### config.mk
export PLATFORM = sky130hd
export DESIGN_NAME = supervisor_reset_watchdog_backup
export DESIGN_NICKNAME = d
export VERILOG_FILES = /design/src/design/supervisor_pkg.sv /design/src/design/supervisor_reset_watchdog_backup.sv /design/src/design/sync_edge.sv
export VERILOG_INCLUDE_DIRS = /design/src /design/src/design
export SDC_FILE = /design/constraint.sdc
export NUM_CORES = 1
export LEC_CHECK = 0
export BUFFER_PORTS_ARGS = -buffer_cell sky130_fd_sc_hd__buf_2
export CORE_UTILIZATION = 30
export CTS_CLUSTER_SIZE = 14
export DETAILED_ROUTE_END_ITERATION = 12
export SLEW_MARGIN = 20
export SYNTH_ARGS = -nofsm -noshare
export SYNTH_HDL_FRONTEND = slang
export SYNTH_SLANG_ARGS = --single-unit
### constraint.sdc
create_clock -name clk_i -period 5.6 [get_ports clk_i]
set_input_delay 1.12 -clock clk_i [delete_from_list [all_inputs] [get_ports clk_i]]
set_output_delay 1.12 -clock clk_i [all_outputs]
set_load 0.02 [all_outputs]
### src/design/supervisor_params.svh
// timing constants, reset values and the summary of operation for the supervisor
// Summary of operation
// - manual reset low holds reset, then reset stays at least the hold time after release.
// - any kick edge of at least 100ns restarts the watchdog; processor must toggle it.
// - kick static longer than the watchdog period fires a reset pulse of hold time.
// - watchdog timer clears whenever reset is asserted from any source.
// - a kick that stays static yields a reset pulse after every watchdog period.
// - backup mode only when main is below trip level and below the battery.
// - battery flag high in backup mode, low when main exceeds the battery.
// - backup mode holds reset, switches output to battery, ignores other inputs.
// - at startup the switched output comes from main, never from battery alone.
// - auxiliary sense below the 1.235V reference asserts reset.
// - reset stays while auxiliary sense is low and hold time after it rises.
// - reset while main below trip level and hold time after it recovers.
// - reset polarity fixed per variant; output always drives a defined level.
// - main feeds output when above trip level, otherwise the greater supply.
// - battery changes while main is good cause no backup entry and no reset.
`ifndef SUPERVISOR_PARAMS_SVH
`define SUPERVISOR_PARAMS_SVH
`define CLK_PERIOD_NS 10
`define RESET_HOLD_MS 150
`define RESET_HOLD_CYCLES (`RESET_HOLD_MS * 1000000 / `CLK_PERIOD_NS)
`define WATCHDOG_PERIOD_MS 1600
`define WATCHDOG_CYCLES (`WATCHDOG_PERIOD_MS * 1000000 / `CLK_PERIOD_NS)
`define KICK_MIN_NS 100
`define KICK_MIN_CYCLES ((`KICK_MIN_NS + `CLK_PERIOD_NS - 1) / `CLK_PERIOD_NS)
`define CNT_W 32
`define SEL_MAIN 1'b0
`define SEL_BACKUP_BATTERY_IN 1'b1
`endif

### src/design/supervisor_pkg.sv
// types shared by the supervisor
package supervisor_pkg;
  typedef enum logic [2:0] {
    ST_STARTUP = 3'b001,
    ST_NORMAL = 3'b010,
    ST_BACKUP = 3'b100
  } power_state_e;
endpackage

### src/design/supervisor_reset_watchdog_backup.sv
// supervisor: reset generation, watchdog and battery backup switchover
`timescale 1ns/1ps
`default_nettype none
`include "supervisor_params.svh"
module supervisor_reset_watchdog_backup #(
  parameter int unsigned RESET_HOLD_CYCLES = `RESET_HOLD_CYCLES,
  parameter int unsigned WATCHDOG_CYCLES = `WATCHDOG_CYCLES,
  parameter int unsigned KICK_MIN_CYCLES = `KICK_MIN_CYCLES,
  parameter bit RESET_ACTIVE_HIGH = 1'b0
) (
  input wire logic clk_i,
  input wire logic arst_n_i,
  input wire logic main_below_trip_i,
  input wire logic main_below_backup_battery_in_i,
  input wire logic aux_sense_low_i,
  input wire logic manual_reset_n,
  input wire logic watchdog_kick_in,
  output logic reset_o,
  output logic supply_sel_o,
  output logic main_switch_on_o,
  output logic backup_battery_in_switch_on_o,
  output logic battery_mode_flag
);
  // ****************************************
  // reset release
  // ****************************************
  logic rst_q1;
  logic rst_n;
  always_ff @(posedge clk_i or negedge arst_n_i)
  begin
    if (!arst_n_i)
    begin
      rst_q1 <= 1'b0;
      rst_n <= 1'b0;
    end
    else
    begin
      rst_q1 <= 1'b1;
      rst_n <= rst_q1;
    end
  end

  // ****************************************
  // input conditioning
  // ****************************************
  logic mr_level;
  logic kick_edge;
  sync_edge #(.MIN_CYCLES(1)) u_mr (
    .clk_i(clk_i),
    .rst_n_i(rst_n),
    .d_i(manual_reset_n),
    .level_o(mr_level),
    .edge_o()
  );
  sync_edge #(.MIN_CYCLES(KICK_MIN_CYCLES)) u_kick (
    .clk_i(clk_i),
    .rst_n_i(rst_n),
    .d_i(watchdog_kick_in),
    .level_o(),
    .edge_o(kick_edge)
  );

  // ****************************************
  // power state
  // ****************************************
  supervisor_pkg::power_state_e state;
  supervisor_pkg::power_state_e next_state;
  always_comb
  begin
    next_state = state;
    case (state)
      supervisor_pkg::ST_STARTUP:
      begin
        if (!main_below_trip_i)
        begin
          next_state = supervisor_pkg::ST_NORMAL;
        end
      end
      supervisor_pkg::ST_NORMAL:
      begin
        // both conditions; battery alone never enters
        if (main_below_trip_i && main_below_backup_battery_in_i)
        begin
          next_state = supervisor_pkg::ST_BACKUP;
        end
      end
      supervisor_pkg::ST_BACKUP:
      begin
        // leave when main exceeds battery or recovers
        if (!main_below_backup_battery_in_i || !main_below_trip_i)
        begin
          next_state = supervisor_pkg::ST_NORMAL;
        end
      end
      default:
      begin
        next_state = supervisor_pkg::ST_STARTUP;
      end
    endcase
  end
  always_ff @(posedge clk_i or negedge rst_n)
  begin
    if (!rst_n)
    begin
      state <= supervisor_pkg::ST_STARTUP;
    end
    else
    begin
      state <= next_state;
    end
  end
  logic in_backup;
  assign in_backup = (state == supervisor_pkg::ST_BACKUP);

  // ****************************************
  // reset sources and hold timer
  // ****************************************
  logic wd_fire;
  logic level_cause;
  // inputs ignored in backup; level causes
  assign level_cause = in_backup || main_below_trip_i || (state == supervisor_pkg::ST_STARTUP)
    || (!in_backup && (aux_sense_low_i || !mr_level));

  logic [`CNT_W-1:0] hold_cnt;
  logic [`CNT_W-1:0] next_hold_cnt;
  logic rst_active;
  logic next_rst_active;
  always_comb
  begin
    next_hold_cnt = hold_cnt;
    next_rst_active = rst_active;
    if (level_cause || wd_fire)
    begin
      next_hold_cnt = `CNT_W'(RESET_HOLD_CYCLES);
      next_rst_active = 1'b1;
    end
    else if (hold_cnt > `CNT_W'(1))
    begin
      next_hold_cnt = hold_cnt - `CNT_W'(1);
    end
    else
    begin
      next_hold_cnt = '0;
      next_rst_active = 1'b0;
    end
  end
  always_ff @(posedge clk_i or negedge rst_n)
  begin
    if (!rst_n)
    begin
      hold_cnt <= '0;
      rst_active <= 1'b1;
    end
    else
    begin
      hold_cnt <= next_hold_cnt;
      rst_active <= next_rst_active;
    end
  end

  // ****************************************
  // watchdog
  // ****************************************
  logic [`CNT_W-1:0] wd_cnt;
  logic [`CNT_W-1:0] next_wd_cnt;
  always_comb
  begin
    next_wd_cnt = wd_cnt + `CNT_W'(1);
    // clear while reset asserts; clear on kick
    if (rst_active || next_rst_active || kick_edge)
    begin
      next_wd_cnt = '0;
    end
  end
  assign wd_fire = !rst_active && !in_backup && (wd_cnt >= `CNT_W'(WATCHDOG_CYCLES - 1));
  always_ff @(posedge clk_i or negedge rst_n)
  begin
    if (!rst_n)
    begin
      wd_cnt <= '0;
    end
    else
    begin
      wd_cnt <= next_wd_cnt;
    end
  end

  // ****************************************
  // outputs
  // ****************************************
  logic rst_out;
  logic sel;
  logic flag;
  logic next_sel;
  logic next_flag;
  always_comb
  begin
    // main when good, else greater; battery in backup
    next_sel = (next_state == supervisor_pkg::ST_BACKUP) ? `SEL_BACKUP_BATTERY_IN : `SEL_MAIN;
    next_flag = (next_state == supervisor_pkg::ST_BACKUP);
  end
  always_ff @(posedge clk_i or negedge rst_n)
  begin
    if (!rst_n)
    begin
      rst_out <= 1'b1;
      sel <= `SEL_MAIN;
      flag <= 1'b0;
    end
    else
    begin
      rst_out <= next_rst_active;
      sel <= next_sel;
      flag <= next_flag;
    end
  end
  assign reset_o = RESET_ACTIVE_HIGH ? rst_out : !rst_out;
  assign supply_sel_o = sel;
  assign main_switch_on_o = (sel == `SEL_MAIN);
  assign backup_battery_in_switch_on_o = (sel == `SEL_BACKUP_BATTERY_IN);
  assign battery_mode_flag = flag;

  // ****************************************
  // checks
  // ****************************************
  property p_backup_holds_reset;
    @(posedge clk_i) disable iff (!rst_n) in_backup |-> rst_out && backup_battery_in_switch_on_o;
  endproperty
  a_backup_holds_reset: assert property (p_backup_holds_reset) else $error("backup without reset");
  property p_flag_low_main_high;
    @(posedge clk_i) disable iff (!rst_n) (!main_below_backup_battery_in_i && state != supervisor_pkg::ST_STARTUP)
      |=> !battery_mode_flag;
  endproperty
  a_flag_low_main_high: assert property (p_flag_low_main_high) else $error("flag high with main good");
  property p_no_backup_main_good;
    @(posedge clk_i) disable iff (!rst_n) !main_below_trip_i |=> !in_backup;
  endproperty
  a_no_backup_main_good: assert property (p_no_backup_main_good) else $error("backup while main good");
  property p_startup_main;
    @(posedge clk_i) disable iff (!rst_n) state == supervisor_pkg::ST_STARTUP |-> !backup_battery_in_switch_on_o;
  endproperty
  a_startup_main: assert property (p_startup_main) else $error("battery used at startup");
  property p_aux_reset;
    @(posedge clk_i) disable iff (!rst_n) (aux_sense_low_i && !in_backup) |=> rst_out;
  endproperty
  a_aux_reset: assert property (p_aux_reset) else $error("aux low without reset");
  property p_main_reset;
    @(posedge clk_i) disable iff (!rst_n) main_below_trip_i |=> rst_out;
  endproperty
  a_main_reset: assert property (p_main_reset) else $error("main low without reset");
  property p_wd_clear;
    @(posedge clk_i) disable iff (!rst_n) rst_active |=> wd_cnt == '0;
  endproperty
  a_wd_clear: assert property (p_wd_clear) else $error("watchdog not cleared by reset");
  property p_hold_min;
    @(posedge clk_i) disable iff (!rst_n) $fell(level_cause) |=> rst_out [*2];
  endproperty
  a_hold_min: assert property (p_hold_min) else $error("reset released early");
  property p_wd_fire;
    @(posedge clk_i) disable iff (!rst_n) wd_fire |=> rst_out && wd_cnt == '0;
  endproperty
  a_wd_fire: assert property (p_wd_fire) else $error("timeout gave no reset");
  property p_mr_reset;
    @(posedge clk_i) disable iff (!rst_n) (!mr_level && !in_backup) |=> rst_out;
  endproperty
  a_mr_reset: assert property (p_mr_reset) else $error("manual reset low without reset");
  property p_aux_hold;
    @(posedge clk_i) disable iff (!rst_n) ($fell(aux_sense_low_i) && !in_backup) |=> rst_out [*2];
  endproperty
  a_aux_hold: assert property (p_aux_hold) else $error("reset dropped as aux rose");
  property p_backup_entry;
    @(posedge clk_i) disable iff (!rst_n)
      (state == supervisor_pkg::ST_NORMAL && main_below_trip_i && main_below_backup_battery_in_i)
      |=> in_backup && battery_mode_flag;
  endproperty
  a_backup_entry: assert property (p_backup_entry) else $error("backup not entered");
  property p_backup_needs_both;
    @(posedge clk_i) disable iff (!rst_n) (!in_backup && !(main_below_trip_i && main_below_backup_battery_in_i)) |=> !in_backup;
  endproperty
  a_backup_needs_both: assert property (p_backup_needs_both) else $error("backup entered on one condition");
  property p_backup_exit;
    @(posedge clk_i) disable iff (!rst_n) (in_backup && !main_below_trip_i)
      |=> main_switch_on_o && !battery_mode_flag;
  endproperty
  a_backup_exit: assert property (p_backup_exit) else $error("main good but battery selected");
  property p_kick_clear;
    @(posedge clk_i) disable iff (!rst_n) kick_edge |=> wd_cnt == '0;
  endproperty
  a_kick_clear: assert property (p_kick_clear) else $error("kick did not clear watchdog");
  property p_wd_bound;
    @(posedge clk_i) disable iff (!rst_n) !rst_active |-> wd_cnt < `CNT_W'(WATCHDOG_CYCLES);
  endproperty
  a_wd_bound: assert property (p_wd_bound) else $error("watchdog ran past its period");
  property p_release_count;
    @(posedge clk_i) disable iff (!rst_n) $fell(rst_active) |-> $past(hold_cnt) == `CNT_W'(1);
  endproperty
  a_release_count: assert property (p_release_count) else $error("reset released before hold ran out");
endmodule
`default_nettype wire

### src/design/sync_edge.sv
// two-flop synchroniser with a filtered level and edge pulse
`timescale 1ns/1ps
`default_nettype none
module sync_edge #(
  parameter int unsigned MIN_CYCLES = 10
) (
  input wire logic clk_i,
  input wire logic rst_n_i,
  input wire logic d_i,
  output logic level_o,
  output logic edge_o
);
  logic s1;
  logic s2;
  logic [7:0] cnt;
  logic [7:0] next_cnt;
  logic next_level;
  logic lvl;

  always_comb
  begin
    next_cnt = 8'h00;
    next_level = lvl;
    if (s2 != lvl)
    begin
      next_cnt = cnt + 8'h01;
      if (cnt + 8'h01 >= 8'(MIN_CYCLES))
      begin
        next_level = s2;
        next_cnt = 8'h00;
      end
    end
  end

  always_ff @(posedge clk_i or negedge rst_n_i)
  begin
    if (!rst_n_i)
    begin
      s1 <= 1'b1;
      s2 <= 1'b1;
      cnt <= 8'h00;
      lvl <= 1'b1;
    end
    else
    begin
      s1 <= d_i;
      s2 <= s1;
      cnt <= next_cnt;
      lvl <= next_level;
    end
  end

  assign level_o = lvl;
  assign edge_o = (next_level != lvl);
endmodule
`default_nettype wire

# Word-level counts from Yosys, hierarchy flattened
# Index checks and enable logic that the tools add are counted.
# totals
ff_bits	94
inputBits	7
# op_classes
add_sub_neg	4
n_lt_le_gt_ge	4
eq_ne	7
muxes	16
bitwise	1
n_reduce_logical	18
# ops
cell	n
2-to-1 mux 32 bit	3
adder 32 x 1 -> 32 bit (second input constant)	1
>= comparator 32 x 28 -> 1 bit (second input constant)	1
> comparator 32 x 1 -> 1 bit (second input constant)	1
2-to-1 mux 8 bit	4
subtractor 32 x 1 -> 32 bit (second input constant)	1
adder 8 x 1 -> 8 bit (second input constant)	2
2-to-1 mux 3 bit	3
case mux 3 bit (3 select lines)	1
>= comparator 8 x 1 -> 1 bit (second input constant)	1
>= comparator 8 x 4 -> 1 bit (second input constant)	1
logical OR 1 bit	8
== test 3 bit (second input constant)	2
logical NOT 1 bit	5
2-to-1 mux 1 bit	5
logical AND 1 bit	4
== test 3 x 1 -> 1 bit (second input constant)	1
== test 3 x 2 -> 1 bit (second input constant)	1
!= test 1 bit	3
AND reduction 2 bit	1
NOT 1 bit	1

# Logic depth before layout (Yosys ltp)
# logic_depth
depth_word	9
depth_mapped	8
mapped_depth_nobuf	7

# Modules after synthesis
# Synthesis repeated with hierarchy kept, for this count alone.
# unflattened
cells_unflattened	416
area_unflattened_um2	4496.8
# by_module_without_submodules
module	instances	cells_per_inst	area_per_inst_um2	seq_area_each_um2
supervisor_reset_watchdog_backup	1	342	3539.6	1779.2
sync_edge at u_kick	1	42	503.0	279.0
sync_edge at u_mr	1	32	454.2	279.0

# Least setup slack after synthesis
# No wires, ideal clock.
# synth_path
kind	in2reg
start	input port main_below_trip_i
end	register wd_cnt[20]
setup_ns	0.101
arrival_time_ns	2.137
required_time_ns	5.499
path_slack_ns	3.362
stages	5
path_cell_list	nor2_1 > o211a_1 > o211ai_1 > clkbuf_1 > nor4_1
# synth_between
elab_chain_len	8
# synth_lines
item	line	rtl
start: declaration	supervisor_reset_watchdog_backup.sv:13	input wire logic main_below_trip_i,
logical OR 1 bit (2 in series)	supervisor_reset_watchdog_backup.sv:121	assign level_cause = in_backup || main_below_trip_i || (state == supervisor_pkg::ST_STARTUP)
logical OR 1 bit	supervisor_reset_watchdog_backup.sv:122	|| (!in_backup && (aux_sense_low_i || !mr_level));
logical OR 1 bit	supervisor_reset_watchdog_backup.sv:132	if (level_cause || wd_fire)
2-to-1 mux 1 bit	supervisor_reset_watchdog_backup.sv:132	
logical OR 1 bit (2 in series)	supervisor_reset_watchdog_backup.sv:170	if (rst_active || next_rst_active || kick_edge)
2-to-1 mux 32 bit	supervisor_reset_watchdog_backup.sv:170	
via next_wd_cnt[20]	supervisor_reset_watchdog_backup.sv:165	logic [`CNT_W-1:0] next_wd_cnt;
end signal: assignment	supervisor_reset_watchdog_backup.sv:184	wd_cnt <= next_wd_cnt;
end: declaration	supervisor_reset_watchdog_backup.sv:164	logic [`CNT_W-1:0] wd_cnt;
# The timed path passes the listed nets, and every way through them passes these cells.
# A chain may end at the register's enable or synchronous reset.

# Final worst setup path
# layout_path
start	register hold_cnt[6]
end	register hold_cnt[18]
# layout_between
elab_chain_len	3
# layout_lines
item	line	rtl
start: declaration	supervisor_reset_watchdog_backup.sv:124	logic [`CNT_W-1:0] hold_cnt;
start signal: assignment	supervisor_reset_watchdog_backup.sv:156	hold_cnt <= next_hold_cnt;
subtractor 32 x 1 -> 32 bit / > comparator 32 x 1 -> 1 bit (equally long branches)	supervisor_reset_watchdog_backup.sv:139, supervisor_reset_watchdog_backup.sv:137	
2-to-1 mux 32 bit *	supervisor_reset_watchdog_backup.sv:137	else if (hold_cnt > `CNT_W'(1))
2-to-1 mux 32 bit *	supervisor_reset_watchdog_backup.sv:132	
via next_hold_cnt[18]	supervisor_reset_watchdog_backup.sv:125	logic [`CNT_W-1:0] next_hold_cnt;
# The timed path passes the listed nets; every way through them passes the cells marked *.

==> results.py <==
metrics = {
    "power_and_ir_drop": {
        "switchingPower_mw": 0.3754,
        "ir_worst_vdd_mv": 0.1744,
        "p_comb_share_pct": 8.8,
        "total_leakage_power_nw": 1.948,
        "swShare_pct": 25.60,
        "total_power_mw": 1.466,
        "power_density_nw_per_um2": 285.5,
        "power.internal_mw": 1.091,
        "p_seq_share_pct": 49.7,
        "clockPowerShare_pct": 41.5,
    },
    "cts": {
        "holdBufCountCts": 0,
        "cts_buffers": 9,
        "post_cts_buffers": 0,
        "max-clock-path-buffers": 2,
        "cts_resized": 0,
        "cts_tree": "done",
        "cts_root_buffer": "clkbuf_16",
        "h-tree-depth": 3,
        "cts_sinks": 93,
        "clkTransAtPathRegs_ns": 0.07,
        "clkLatencyLatePin_ns": 0.35,
    },
    "floorplan": {
        "die_h_um": 125.8,
        "core_region_area_um2": 14750,
        "dieArea_um2": 15810,
        "start_util_pct": 31.14,
        "ioPinCount": 12,
        "rows": 44,
        "fp.dieW_um": 125.8,
    },
    "placement": {
        "dp_hpwl_mm": 5.670,
        "gp_congestion": 0.7717,
        "portBuffers": 11,
    },
    "timing": {
        "finalSetupTns_ns": 0,
        "fin_crit_sh_pct": 46.53,
        "maxSlewViolCount": 0,
        "max_freq_ghz": 0.3838,
        "fin_crit_ns": 2.606,
        "hold_ws_ns": 0.3190,
        "worst_slew_pin_slew_ns": 1.146,
        "rsz0062_at_grt": "false",
        "finalSetupViolations": 0,
        "finClkSkew_ns": 0.01047,
        "relSlewSlack_pct": 22.90,
        "hold_violations": 0,
    },
    "global_routing": {
        "grt_max_degree": 49,
        "grt_usage_pct": 12.15,
        "overflow": 0,
        "grt_pass1_vias": 3123,
        "grt_pass1_wl_mm": 15.28,
        "antenna_found_initial": 0,
    },
    "route": {
        "dr.pass1.iters": 4,
        "drt-initial-drc-count": 160,
        "via_count": 3137,
        "wirelength_mm": 8.709,
        "drc_errors": 0,
        "routedWlPerCell_um": 13.82,
        "viasPerCell": 4.979,
        "antenna_left": 0,
    },
    "layout": {
        "seq_area_um2": 2341,
        "diodes": 0,
        "final_common_cell": "dfrtp_1",
        "final_cell_mix": "84 x dfrtp_1, 38 x nor4_1, 37 x nor2_1, 34 x xnor2_1, 27 x xor2_1",
        "multi_input_area_um2": 2147,
        "fin_util_pct": 34.80,
        "area_growth_pct": 11.76,
        "fillCellCount": 1475,
        "drive_above_1_share_pct": 14.80,
        "nets": 455,
    },
    "setup_path": {
        "crit_required_ns": 5.80,
        "r2r_cells": 4,
        "cp-start-kind": "flop",
        "critPathMaxFanout": 11,
        "cp-end-kind": "flop",
        "worstPathArrival_ns": 2.80,
        "path_class": "reg -> reg",
    },
    "synth": {
        "synthCells": 419,
        "synth_flop_cell": "dfrtp_1",
        "syn_area_per_cell_um2": 10.97,
        "synth_area_um2": 4594,
        "synth-edff-count": 0,
        "synth_warnings": 0,
        "yosysUniqueCellTypes": 56,
        "yosysSeqAreaShare_pct": 50.87,
        "synthArstFlopShare_pct": 100.0,
        "synth_seq_cells": 93,
    },
    "status": {
        "outcome": "completed",
    },
    "hold_path": {
        "hold_path.class": "reg -> async",
    },
    "flow_run": {
        "max_cap_viol_count": 0,
    },
}
power by group through the flow:
| stage | clock [mW] | sequential, mW | combinational (mW) |
|---|---|---|---|
| 2_1_floorplan | 0 | 0.739 | 0.0992 |
| 3_3_place_gp | 0 | 0.740 | 0.128 |
| 3_5_place_dp | 0 | 0.741 | 0.130 |
| 4_1_cts | 0.631 | 0.729 | 0.131 |
| 5_1_grt | 0.652 | 0.733 | 0.148 |
| 6_report | 0.609 | 0.728 | 0.129 |
area by class of cell:
type                            count  area share (%)
Clock buffer                       11           4.532
Clock inverter                      5           1.194
Inverter                           12          0.8772
Multi-Input combinational cell    311           41.81
Sequential cell                    93           45.59
Tap cell                          184           4.483
Timing Repair Buffer               14           1.511
registers in the layout, indices dropped and copies added, names as in the netlist:
register,count
u_kick.s2,1
u_mr.s1,1
u_mr.level_o,1
battery_mode_flag,1
rst_out,1
u_mr.cnt,8
u_mr.s2,1
hold_cnt,32
rst_q1,1
wd_cnt,32
u_kick.cnt,8
state,3
u_kick.level_o,1
rst_n,1
u_kick.s1,1
Yosys cell counts (8+ instances only):
master / count / area, um2
dfrtp_1: 85 / 2127
nor4_1: 38 / 237.7
nor2_1: 37 / 138.9
xnor2_1: 34 / 297.8
xor2_1: 27 / 236.5
nor3_1: 22 / 110.1
nand3_1: 19 / 95.09
nand2_1: 18 / 67.56
nand4_1: 15 / 93.84
inv_1: 12 / 45.04
o221ai_2: 10 / 150.1
dfstp_2: 8 / 210.2
layer usage:
metal / track usage [%] / wire length, um
met2: 18.69 / 4023
met5: 0 / 0
met1: 15.81 / 4261
met4: 6.308 / 184
met3: 3.101 / 239
logic make-up after synthesis:
logic type	Yosys count	share of synthesized area, %
buf+inv	28	3.458
xor+xnor	61	11.63
compound gates	34	6.999
mux	2	0.4902
flops	93	50.87
fa+ha+maj	7	1.906
simple gates	192	24.48
other cells	2	0.1635
critical path, cell delays in order (launching register included):
cell and delay (ns):
dfrtp_1 0.40, nor3_1 0.77, and4b_1 0.46, and3_1 0.62, o221ai_2 0.20
path summary, 6_finish.rpt:
check / startpoint / to / slack (ns)
worst min register to register: rst_n$_DFF_PN0_ / u_kick.cnt[0]$_DFF_PN0_ / 0.32
worst min-delay path: rst_n$_DFF_PN0_ / u_kick.cnt[0]$_DFF_PN0_ / 0.32
worst max register to register: hold_cnt[6]$_DFF_PN0_ / hold_cnt[18]$_DFF_PN0_ / 2.99
worst max-delay path: hold_cnt[6]$_DFF_PN0_ / hold_cnt[18]$_DFF_PN0_ / 2.99
min in group clk_i: u_mr.s1$_DFF_PN1_ / u_mr.s2$_DFF_PN1_ / 0.36
max in group asynchronous: rst_n$_DFF_PN0_ / wd_cnt[7]$_DFF_PN0_ / 4.25
through the flow:
| stage | worst slack, ns | instances | cell area, um2 |
|---|---|---|---|
| after floorplan | 2.832 | 432 | 4643 |
| after global placement | 2.894 | 614 | 4841 |
| after CTS | 2.985 | 630 | 5135 |
| after global routing | 2.794 | 630 | 5135 |
| after detailed placement | 2.807 | 614 | 4841 |
| final | 2.994 | 630 | 5135 |
(Power assumes the default switching activity.)
